--- src/rtl/ddr_port_cfg.svh ---
// constants of the ddr sram data port and its write queue
// assumes inclusion by bare name from the port rtl file and the controller model
// Summary of operation
// - Write data is captured on rising edges of both input clocks, two words per input cycle.
// - Read data is launched on rising edges of both output clocks.
// - In single clock mode read data is launched on the input clock edges instead.
// - With no read selected the data pins float without any output enable input.
// - Load low on a positive input edge while idle defines a new bus cycle with its address and direction.
// - Every transaction moves exactly two words as one burst.
// - On the 8-bit port the nibble masks are sampled with the data they qualify.
// - The first nibble mask covers bits 3..0 and the second bits 7..4.
// - A deasserted nibble mask leaves that stored nibble unchanged.
// - On 9, 18 and 36-bit ports the lane masks are sampled with the data they qualify.
// - Each lane mask covers one 9-bit lane, mask 0 on the lowest bits.
// - A deasserted lane mask keeps the stored lane and drops the incoming one.
// - Direction high at load requests a read, low a write.
// - Every access starts on a rising positive input edge, where controls are taken.
`ifndef DDR_PORT_CFG_SVH
`define DDR_PORT_CFG_SVH

// ************************************************************
// geometry
// ************************************************************
`define ADDR_W 4
`define BURST_LEN 2
`define NIBBLE_W 4
`define LANE_W 9
`define NIBBLE_PORT_W 8
`define FIFO_DEPTH 8

// ************************************************************
// encodings
// ************************************************************
`define DIR_READ 1'b1
`define WORD_FIRST 1'b0
`define WORD_SECOND 1'b1
`define CNT_W 2

`endif

--- src/rtl/ddr_port_pkg.sv ---
// types shared by the ddr sram data port
// assumes nothing beyond a systemverilog compiler
package ddr_port_pkg;

   // ************************************************************
   // bus cycle sequencer
   // ************************************************************
   typedef enum logic [4:0]
   {
      st_idle = 5'h01,
      st_wr_first = 5'h02,
      st_wr_second = 5'h04,
      st_rd_first = 5'h08,
      st_rd_second = 5'h10
   } port_state_t;

endpackage

--- src/rtl/wr_queue_if.sv ---
// handshake bundle between the data port and its write queue
// assumes both ends run on core_clk
`timescale 1ns/1ns
`default_nettype none
interface wr_queue_if #(parameter int ENTRY_W = 8);
   logic push_valid;
   logic push_ready;
   logic [ENTRY_W-1:0] push_entry;
   logic pop_valid;
   logic pop_ready;
   logic [ENTRY_W-1:0] pop_entry;

   modport user
   (
      output push_valid, push_entry, pop_ready,
      input push_ready, pop_valid, pop_entry
   );
   modport queue
   (
      input push_valid, push_entry, pop_ready,
      output push_ready, pop_valid, pop_entry
   );
endinterface
`default_nettype wire

--- src/rtl/ddr_sram_data_port.sv ---
// data side of a two-word burst ddr sram: capture, masked store, read launch
// assumes all pins asynchronous to core_clk; link clocks much slower than core_clk
`timescale 1ns/1ns
`default_nettype none
`include "ddr_port_cfg.svh"
module ddr_sram_data_port
   import ddr_port_pkg::*;
#(
   parameter int DATA_W = 18,
   localparam int LANE = (DATA_W == `NIBBLE_PORT_W) ? `NIBBLE_W : `LANE_W,
   localparam int MASK_W = DATA_W / LANE
)
(
   input wire logic core_clk,
   input wire logic rst,
   input wire logic input_edge_pos,
   input wire logic input_edge_neg,
   input wire logic rd_out_edge_pos,
   input wire logic rd_out_edge_neg,
   input wire logic single_clock_mode,
   input wire logic load_n,
   input wire logic direction_sel,
   input wire logic [`ADDR_W-1:0] addr,
   input wire logic [DATA_W-1:0] data_in,
   input wire logic [MASK_W-1:0] nibble_write_mask_n,
   input wire logic [MASK_W-1:0] lane_write_mask_n,
   output logic [DATA_W-1:0] read_data,
   output logic read_oe,
   output logic write_dropped
);
   localparam int PIN_W = 7 + `ADDR_W + DATA_W + MASK_W;
   localparam int ENTRY_W = `ADDR_W + 1 + MASK_W + DATA_W;
   localparam int WORDS = 2 ** (`ADDR_W + 1);

   // ************************************************************
   // pin synchroniser
   // ************************************************************
   logic [PIN_W-1:0] pin_meta;
   logic [PIN_W-1:0] pin_sync;
   logic [MASK_W-1:0] mask_pin;
   logic s_kp;
   logic s_kn;
   logic s_cp;
   logic s_cn;
   logic s_single;
   logic s_load;
   logic s_dir;
   logic [`ADDR_W-1:0] s_addr;
   logic [DATA_W-1:0] s_data;
   logic [MASK_W-1:0] s_mask;

   // width 8 takes nibble masks, the wider ports take lane masks
   generate
      if (DATA_W == `NIBBLE_PORT_W)
      begin : g_nibble
         assign mask_pin = nibble_write_mask_n;
      end
      else
      begin : g_lane_pins
         assign mask_pin = lane_write_mask_n;
      end
   endgenerate

   // load is inverted before syncing so a cleared stage never reads as a load
   always_ff @(posedge core_clk)
   begin
      if (rst)
      begin
         pin_meta <= '0;
         pin_sync <= '0;
      end
      else
      begin
         pin_meta <= {input_edge_pos, input_edge_neg, rd_out_edge_pos, rd_out_edge_neg,
                      single_clock_mode, ~load_n, direction_sel, addr, data_in, mask_pin};
         pin_sync <= pin_meta;
      end
   end

   assign {s_kp, s_kn, s_cp, s_cn, s_single, s_load, s_dir, s_addr, s_data, s_mask} = pin_sync;

   // ************************************************************
   // link clock edges
   // ************************************************************
   logic [3:0] clk_prev;
   logic kp_rise;
   logic kn_rise;
   logic cp_rise;
   logic cn_rise;
   logic launch_pos;
   logic launch_neg;

   always_ff @(posedge core_clk)
   begin
      if (rst)
         clk_prev <= '0;
      else
         clk_prev <= {s_kp, s_kn, s_cp, s_cn};
   end

   // data and clock pass the same two stages, so their skew is kept
   assign kp_rise = s_kp && !clk_prev[3];
   assign kn_rise = s_kn && !clk_prev[2];
   assign cp_rise = s_cp && !clk_prev[1];
   assign cn_rise = s_cn && !clk_prev[0];
   assign launch_pos = s_single ? kp_rise : cp_rise;
   assign launch_neg = s_single ? kn_rise : cn_rise;

   // ************************************************************
   // bus cycle sequencer
   // ************************************************************
   port_state_t state;
   logic [`ADDR_W-1:0] txn_addr;
   logic load_take;
   logic fetch_first;
   logic fetch_second;

   // loads are only taken while idle; a load mid burst is ignored
   assign load_take = (state == st_idle) && kp_rise && s_load;
   assign fetch_first = (state == st_rd_first) && launch_pos;
   assign fetch_second = (state == st_rd_second) && launch_neg;

   always_ff @(posedge core_clk)
   begin
      if (rst)
         state <= st_idle;
      else
      begin
         case (state)
            st_idle:
               if (load_take)
                  state <= (s_dir == `DIR_READ) ? st_rd_first : st_wr_first;
            st_wr_first:
               if (kp_rise)
                  state <= st_wr_second;
            st_wr_second:
               if (kn_rise)
                  state <= st_idle;
            st_rd_first:
               if (launch_pos)
                  state <= st_rd_second;
            st_rd_second:
               if (launch_neg)
                  state <= st_idle;
            default:
               state <= st_idle;
         endcase
      end
   end

   always_ff @(posedge core_clk)
   begin
      if (rst)
         txn_addr <= '0;
      else if (load_take)
         txn_addr <= s_addr;
   end

   // ************************************************************
   // write capture into the queue
   // ************************************************************
   wr_queue_if #(.ENTRY_W(ENTRY_W)) wq ();
   logic push_word;
   logic [DATA_W-1:0] pop_data;
   logic [MASK_W-1:0] pop_mask;
   logic [`ADDR_W:0] pop_idx;
   logic pop_fire;

   assign wq.push_valid = ((state == st_wr_first) && kp_rise) ||
                          ((state == st_wr_second) && kn_rise);
   assign push_word = (state == st_wr_second) ? `WORD_SECOND : `WORD_FIRST;
   // mask rides with its own data word, same edge
   assign wq.push_entry = {txn_addr, push_word, s_mask, s_data};

   // array has one port; a read fetch holds off the drain for that cycle
   assign wq.pop_ready = !(fetch_first || fetch_second);
   assign {pop_idx, pop_mask, pop_data} = wq.pop_entry;
   assign pop_fire = wq.pop_valid && wq.pop_ready;

   wr_queue #(.WIDTH(ENTRY_W), .DEPTH(`FIFO_DEPTH)) u_wr_queue
   (
      .core_clk(core_clk),
      .rst(rst),
      .q(wq.queue)
   );

   // the controller cannot be stalled, so an overflow is flagged instead
   always_ff @(posedge core_clk)
   begin
      if (rst)
         write_dropped <= 1'b0;
      else if (wq.push_valid && !wq.push_ready)
         write_dropped <= 1'b1;
   end

   // ************************************************************
   // masked store
   // ************************************************************
   logic [DATA_W-1:0] mem [0:WORDS-1];
   logic [DATA_W-1:0] old_word;
   logic [DATA_W-1:0] merged;
   logic [LANE-1:0] lane0_new;
   logic [LANE-1:0] lane0_old;

   assign old_word = mem[pop_idx];
   assign lane0_new = pop_data[LANE-1:0];
   assign lane0_old = old_word[LANE-1:0];

   // mask i covers bits i*LANE up; high mask keeps the stored part
   generate
      for (genvar i = 0; i < MASK_W; i++)
      begin : g_lane
         assign merged[i*LANE +: LANE] = pop_mask[i] ? old_word[i*LANE +: LANE]
                                                     : pop_data[i*LANE +: LANE];
      end
   endgenerate

   always_ff @(posedge core_clk)
   begin
      if (pop_fire)
         mem[pop_idx] <= merged;
   end

   // ************************************************************
   // read launch
   // ************************************************************
   always_ff @(posedge core_clk)
   begin
      if (rst)
         read_data <= '0;
      else if (fetch_first)
         read_data <= mem[{txn_addr, `WORD_FIRST}];
      else if (fetch_second)
         read_data <= mem[{txn_addr, `WORD_SECOND}];
   end

   // pins float from the next launch edge after the burst; back to back
   // reads therefore show one launch period of float between bursts
   always_ff @(posedge core_clk)
   begin
      if (rst)
         read_oe <= 1'b0;
      else if (fetch_first)
         read_oe <= 1'b1;
      else if (launch_pos)
         read_oe <= 1'b0;
   end

   // ************************************************************
   // checks
   // ************************************************************
   logic [`CNT_W-1:0] burst_count;
   logic [LANE-1:0] top_new;
   logic [LANE-1:0] top_old;

   // top lane is the one the highest mask bit covers
   assign top_new = pop_data[DATA_W-1 -: LANE];
   assign top_old = old_word[DATA_W-1 -: LANE];

   always_ff @(posedge core_clk)
   begin
      if (rst || load_take)
         burst_count <= '0;
      else if (wq.push_valid || fetch_first || fetch_second)
         burst_count <= burst_count + 1'b1;
   end
endmodule
`default_nettype wire

--- src/rtl/wr_queue.sv ---
// write queue: captured words wait here until the array port is free
// assumes synchronous active high reset on core_clk
`timescale 1ns/1ns
`default_nettype none
module wr_queue
#(
   parameter int WIDTH = 8,
   parameter int DEPTH = 8
)
(
   input wire logic core_clk,
   input wire logic rst,
   wr_queue_if.queue q
);
   localparam int PTR_W = $clog2(DEPTH);

   logic [WIDTH-1:0] slot [0:DEPTH-1];
   logic [PTR_W:0] wr_ptr;
   logic [PTR_W:0] rd_ptr;
   logic full;
   logic empty;

   // extra pointer bit tells full from empty
   assign empty = (wr_ptr == rd_ptr);
   assign full = (wr_ptr[PTR_W] != rd_ptr[PTR_W]) &&
                 (wr_ptr[PTR_W-1:0] == rd_ptr[PTR_W-1:0]);
   assign q.push_ready = !full;
   assign q.pop_valid = !empty;
   assign q.pop_entry = slot[rd_ptr[PTR_W-1:0]];

   always_ff @(posedge core_clk)
   begin
      if (rst)
         wr_ptr <= '0;
      else if (q.push_valid && !full)
      begin
         slot[wr_ptr[PTR_W-1:0]] <= q.push_entry;
         wr_ptr <= wr_ptr + 1'b1;
      end
   end

   always_ff @(posedge core_clk)
   begin
      if (rst)
         rd_ptr <= '0;
      else if (q.pop_ready && !empty)
         rd_ptr <= rd_ptr + 1'b1;
   end
endmodule
`default_nettype wire

--- config.mk ---
export PLATFORM = sky130hd
export DESIGN_NAME = ddr_sram_data_port
export DESIGN_NICKNAME = d
export VERILOG_FILES = /design/src/rtl/ddr_port_pkg.sv /design/src/rtl/wr_queue_if.sv /design/src/rtl/ddr_sram_data_port.sv /design/src/rtl/wr_queue.sv
export VERILOG_INCLUDE_DIRS = /design/src /design/src/rtl
export SDC_FILE = /design/constraint.sdc
export NUM_CORES = 1
export LEC_CHECK = 0
export ABC_AREA = 1
export BUFFER_PORTS_ARGS = -buffer_cell sky130_fd_sc_hd__buf_2
export CAP_MARGIN = 0
export CORE_AREA = 5 5 308 310
export CTS_CLUSTER_SIZE = 10
export DETAILED_ROUTE_END_ITERATION = 10
export DIE_AREA = 0 0 313 315
export REMOVE_ABC_BUFFERS = 1
export SLEW_MARGIN = 20
export SYNTH_ARGS = -nofsm -noshare
export SYNTH_HDL_FRONTEND = slang
export SYNTH_SLANG_ARGS = --single-unit
export TNS_END_PERCENT = 10
--- constraint.sdc ---
create_clock -name core_clk -period 3.75 [get_ports core_clk]
set_clock_uncertainty 0.1 [all_clocks]
set_input_delay 0.375 -clock core_clk [delete_from_list [all_inputs] [get_ports core_clk]]
set_output_delay 0.375 -clock core_clk [all_outputs]
set_load 0.01 [all_outputs]
==> results of run 1 <==
[through the flow]
stage	cell area (sq um)	setup WS, ps	util (%)	total power (uW)
6_report	41740	449.0	45.68	25330
3_5_place_dp	38460	429.0	42.09	16660
4_1_cts	41740	415.1	45.67	25560
2_1_floorplan	35490	-9851	-	14740
5_1_grt	41740	55.44	45.67	26420
3_3_place_gp	38460	497.4	42.09	16550
[layer usage]
metal  GRT usage, %  vias to the layer above  share of wire [%]
met5              0                        -                  0
li1               -                    11600                  -
met1          22.46                    10740                 46
met2          26.94                      478                 47
met4          3.952                        0                2.1
met3          2.827                      108                4.7
[registers in the layout, indices dropped and copies added (netlist names), named ones only]
signal,flops
pin_sync,31
read_oe,1
u_wr_queue.slot,200
clk_prev,4
state,5
txn_addr,4
read_data,18
write_dropped,1
u_wr_queue.wr_ptr,4
pin_meta,31
mem,576
u_wr_queue.rd_ptr,4
[synthesized netlist by cell type, types with 3 or more instances]
master	instances	share of area (%)
o22ai_1	23	0.40
clkbuf_1	82	0.85
a31oi_1	19	0.33
nor2_4	3	0.093
nand3_1	418	5.8
nor3_1	4	0.055
buf_2	48	0.66
dfxtp_1	110	6.1
buf_1	28	0.29
buf_4	17	0.35
inv_2	5	0.052
inv_1	424	4.4
o21ai_1	10	0.14
nor2_1	361	3.7
xor2_1	5	0.12
o21ai_2	3	0.072
buf_6	3	0.093
clkinv_1	5	0.052
edfxtp_1	776	64
a21oi_1	12	0.17
o211ai_1	6	0.12
nand2_1	967	10
o21ai_0	112	1.5
[worst register-to-register path: cells and delay by family, from the launching register on]
| family | cells | cell delay, ps |
|---|---|---|
| DFF | 1 | 340 |
| buffers and inverters | 2 | 620 |
| and+or+nand+nor | 8 | 1870 |
[final timing paths]
| check | start | to | slack (ps) | depth (start not counted) |
|---|---|---|---|---|
| worst max-delay path | state[0]$_SDFFE_PP1P_ | mem[1][12]$_DFFE_PP_ | 450 | 10 |
| worst min-delay path | rst | u_wr_queue.slot[6][22]$_DFFE_PP_ | 160 | 4 |
| worst max register to register | state[0]$_SDFFE_PP1P_ | mem[1][12]$_DFFE_PP_ | 450 | 10 |
| worst min register to register | pin_meta[29]$_SDFF_PP0_ | pin_sync[29]$_SDFF_PP0_ | 300 | 2 |
[area by class of cell]
cell class	count	area [sq um]	area share, %
antenna	1	2.502	0.005995
clock buffer	185	2915	6.984
clock inverter	5	51.30	0.1229
inverter	434	1639	3.927
multi-input combinational	1960	8584	20.57
sequential	886	25520	61.13
tap	1186	1484	3.555
timing repair buffer	198	1549	3.711
[kinds of logic (layout without fill, tap and decap cells)]
group,after synthesis,in the layout,share of synthesized area (%)
AOI/OAI and AO/OA,186,186,2.802
xor gates and xnor gates,7,7,0.1689
DFF,886,886,70.26
and+or+nand+nor,1765,1765,19.97
buffers and inverters,612,822,6.731
other,0,1,0
adders and majority gates,2,2,0.06892
[report_power, final]
group          switching, uW  total, uW  leakage (uW)  internal, uW
combinational           3160       4110       0.00735           943
clock                   3670       8870       0.00141          5190
sequential               110      12400       0.00792         12200
[what timing repair did]
item / in CTS / in global routing
setup buffers: 0 / 0
hold endpoints to repair: 31 / 0
hold buffers: 31 / 0
==> impl_metrics.toml, run 1 <==
[status]
outcome = "finished, final reports clean"

[clock_tree]
clock-sinks = 886
clkLatencyLatePin_ps = 640
cts_max_level = 3
clockRootBuffer = "clkbuf_16"
cts.repair.resized = 0
path_clk_slew_ps = 50
cts_tree = "built"
cts_made_buffers = 100
cts_buffer_depth = 3

[routing]
via_per_inst = 4.720
wl_per_cell_microns = 16.80
first_pass_iters = 5
drc_errors = 0
first_iter_violations = 1695
drtAntennaViolNets = 0
vias = 22920
drt_wl_total_microns = 81560

[layout]
final_cell_mix = "nand2_1, edfxtp_1, inv_1"
mostFrequentLayoutCell = "nand2_1"
area_growth_pct = 14.98
nNetsFinal = 3617
finalNonFillerCells = 4855
num-fill-cells = 8328
drive_above_1_share_pct = 9.079

[placed_design]
dp_hpwl_microns = 48010
gp_congestion = 0.7958
io_buffers = 52
placed_cells = 4633

[global_routing]
grt_first_pass_wirelength_microns = 125900
grt_antenna_before_repair = 0
gr-total-overflow = 0
grtUsageTotal_pct = 16.24
grt_max_degree = 133
grt_pass1_vias = 21600

[logic_synthesis]
netlist_instances = 3458
synthArstFlopShare_pct = 0
synth_area_sq_um = 36300
yosysWarnings = 0
yosysUniqueCellTypes = 33
ys.flop_type = "edfxtp_1"
ys_seq_elements = 886
yosysSeqAreaShare_pct = 70.26
synth_edf_count = 776
syn_avg_cell_area_sq_um = 10.50

[hold_path]
hold_class = "in2reg"

[floorplan]
dieWidth_microns = 313
fp-row-count = 111
ioPinCount = 55
die-area_sq_um = 98600
fp.coreArea_sq_um = 91390
die_y_microns = 315
initial_core_util_pct = 39.72

[timing]
relSlewSlack_pct = 34.44
tns_ps = 0
fin_hold_ws_ps = 164.4
period_minus_slack_ps = 3301
hold_viol_final = 0
period_share_pct = 88.03
maxSlewViolCount = 0
rsz0062_at_grt = "false"
max_freq_ghz = 0.3029
tightest_slew_ps = 983.3
setup_viol = 0

[setup_path]
cp_cell_sequence = "nor2_1, nand3_1, nor2_1, nand2_1, nand2_1, inv_2, nand2_2, inv_1, nand3_2, nor2_1"
cp_max_fo = 19
critPathKind = "reg2reg"
crit_top_cell = "nor2_1"
slowest_stage = "nor2_1"
max_stage_delay_ps = 810
cp_top_family = "simple AND/OR/NAND/NOR gates"
startpoint_type = "flip-flop"
worstSetupEndpointType = "flip-flop"
cp.arrival_ps = 3470
crit_required_ps = 3920
crit_buf_inv = 2

[pwr]
max-vdd-ir-drop_uv = 355.4
p_leak_uw = 0.01668
pwr_density_cell_nw_per_um2 = 606.8

[job]
drv_cap = 0
Note: power is estimated with default switching activity, not from simulation.
==> run 2, diff against run 1 <==
Settings changed: REMOVE_ABC_BUFFERS 1 to unset.
==> impl_metrics.toml, run 2 (synthesis results as in run 1) <==
[status]
outcome = "finished, final reports clean"

[setup_path]
slowest_stage = "nor2_1"
crit_top_cell = "nor2_1"
ff2ff_setup_slack_ps = 560
timing.rr.end = "mem[5][0]$_DFFE_PP_"
crit_buf_inv = 4
r2r_cells = 11
cp_cell_sequence = "inv_2, buf_4, nor2_1, o21ai_0, inv_1, nand2_1, o21ai_2, nor2_1, nand2_1, nor2_1, buf_4"
max_stage_delay_ps = 500
cp.arrival_ps = 3430
startpoint_type = "flip-flop"
critPathKind = "reg2reg"
cp_max_fo = 30
worstSetupEndpointType = "flip-flop"
crit_required_ps = 3990
cp_top_family = "simple AND/OR/NAND/NOR gates"

[floorplan]
initial_core_util_pct = 39.72
die_y_microns = 315
fp-row-count = 111
ioPinCount = 55
die-area_sq_um = 98600
dieWidth_microns = 313
fp.coreArea_sq_um = 91390

[global_routing]
grt_max_degree = 168
met1_usage_pct = 23.55
met3_usage_pct = 2.235
grt_pass1_vias = 23100
grt_antenna_before_repair = 0
grtUsageTotal_pct = 17.54
gr-total-overflow = 0
grt_busiest_layer = "met2"
grtUsageMet2_pct = 30.01
grt_first_pass_wirelength_microns = 134700

[hold_path]
hold_class = "reg2reg"
worstHoldStart = "pin_meta[22]$_SDFF_PP0_"
holdPathEnd = "pin_sync[22]$_SDFF_PP0_"
holdPathStages = 2

[layout]
area_growth_pct = 15.02
num-fill-cells = 8351
final_cell_mix = "nand2_1, edfxtp_1, inv_1"
diodes = 0
drive_above_1_share_pct = 9.302
nNetsFinal = 3622
regMostFlops = "mem"
largest_reg_flops = 576
mostFrequentLayoutCell = "nand2_1"
final_util_pct = 45.69

[clock_tree]
cts_made_buffers = 100
post_cts_buffers = 0
path_clk_slew_ps = 60
cts_max_level = 3
cts_buffer_depth = 3
clock-sinks = 886
cts_tree = "built"
clkLatencyLatePin_ps = 660
clockRootBuffer = "clkbuf_16"

[timing]
maxSlewViolCount = 0
relSlewSlack_pct = 26.66
tns_ps = 0
period_minus_slack_ps = 3192
period_share_pct = 85.13
hold_viol_final = 0
setup_viol = 0
tightest_slew_ps = 1093
max_freq_ghz = 0.3132
rsz0062_at_grt = "false"

[placed_design]
io_buffers = 52
dp_hpwl_microns = 49260
gp_congestion = 0.7986

[routing]
vias = 23760
drtAntennaViolNets = 0
first_iter_violations = 1909
via_per_inst = 4.908
first_pass_iters = 8
wl_per_cell_microns = 17.99
drt_wl_total_microns = 87090
drc_errors = 0

[job]
drv_cap = 0

[pwr]
max-vdd-ir-drop_uv = 395.8
pwr_density_cell_nw_per_um2 = 610.0
p_leak_uw = 0.01669

[logic_synthesis]
synthesis.nets = 3495
[run 2: cell types whose count changed in the layout (fill, tap and decap cells not counted), moves of 2 or more]
cell       change
inv_6          -2
clkbuf_1      -21
buf_4          +4
clkbuf_16      -2
clkbuf_8       +2
clkinv_16      +3
[run 2: worst max-delay path by stage]
stage	to	slack, ps	cells after the start	start
floorplan	u_wr_queue.slot[6][0]$_DFFE_PP_	370	7	state[0]$_SDFFE_PP1P_
detailed placement	mem[30][4]$_DFFE_PP_	560	9	flip-flop
global placement	mem[30][4]$_DFFE_PP_	560	9	flip-flop
finish	mem[5][0]$_DFFE_PP_	560	11	flip-flop
global route	mem[28][4]$_DFFE_PP_	280	9	flip-flop
CTS	mem[30][3]$_DFFE_PP_	550	9	flip-flop
[run 2: metal layers]
metal  vias to the layer above  wire length (microns)
met5                         -                      0
met4                         0                   2236
met3                       138                   4502
met2                       651                  42650
met1                     11380                  37700
li1                      11590                      -
[run 2: worst register-to-register path, delay by kind of cell, from the launching register on]
kind,cells,cell delay [ps]
compound gates,2,430
flops,1,350
simple gates,5,1050
buf+inv,4,930
[run 2: repair_timing]
| item | 4_1_cts | 5_1_grt |
|---|---|---|
| endpoints found under the hold margin | 34 | 0 |
| gates resized for setup | 0 | 0 |
| hold buffers | 32 | 0 |
[run 2: area by class of cell]
class	count	area [sq um]	share of cell area (%)
Tap cell	1186	1484	3.554
Clock inverter	8	148.9	0.3566
Multi-Input combinational cell	1960	8576	20.54
Inverter	434	1639	3.926
Sequential cell	886	25520	61.12
Timing Repair Buffer	203	1574	3.770
Clock buffer	164	2814	6.739
[run 2: power by group]
part	leakage, uW	internal (uW)	total [uW]	switching, uW
Combinational	0.00735	987	4230	3240
Clock	0.00141	5110	8880	3770
Sequential	0.00792	12200	12400	116
Total	0.0167	18300	25500	7130
[run 2: stage by stage]
step / cell area [sq um] / total power [uW] / setup slack (ps) / hold slack, ps / cells
after floorplan: 36300 / 14910 / 366.3 / 288.3 / 3458
after global placement: 38470 / 16730 / 559.8 / 288.8 / 4637
after detailed placement: 38470 / 16810 / 556.3 / 294.3 / 4637
after CTS: 41750 / 25700 / 546.1 / 263.1 / 4841
after global routing: 41750 / 26480 / 276.3 / 322.6 / 4841
final: 41750 / 25470 / 557.6 / 296.6 / 4841
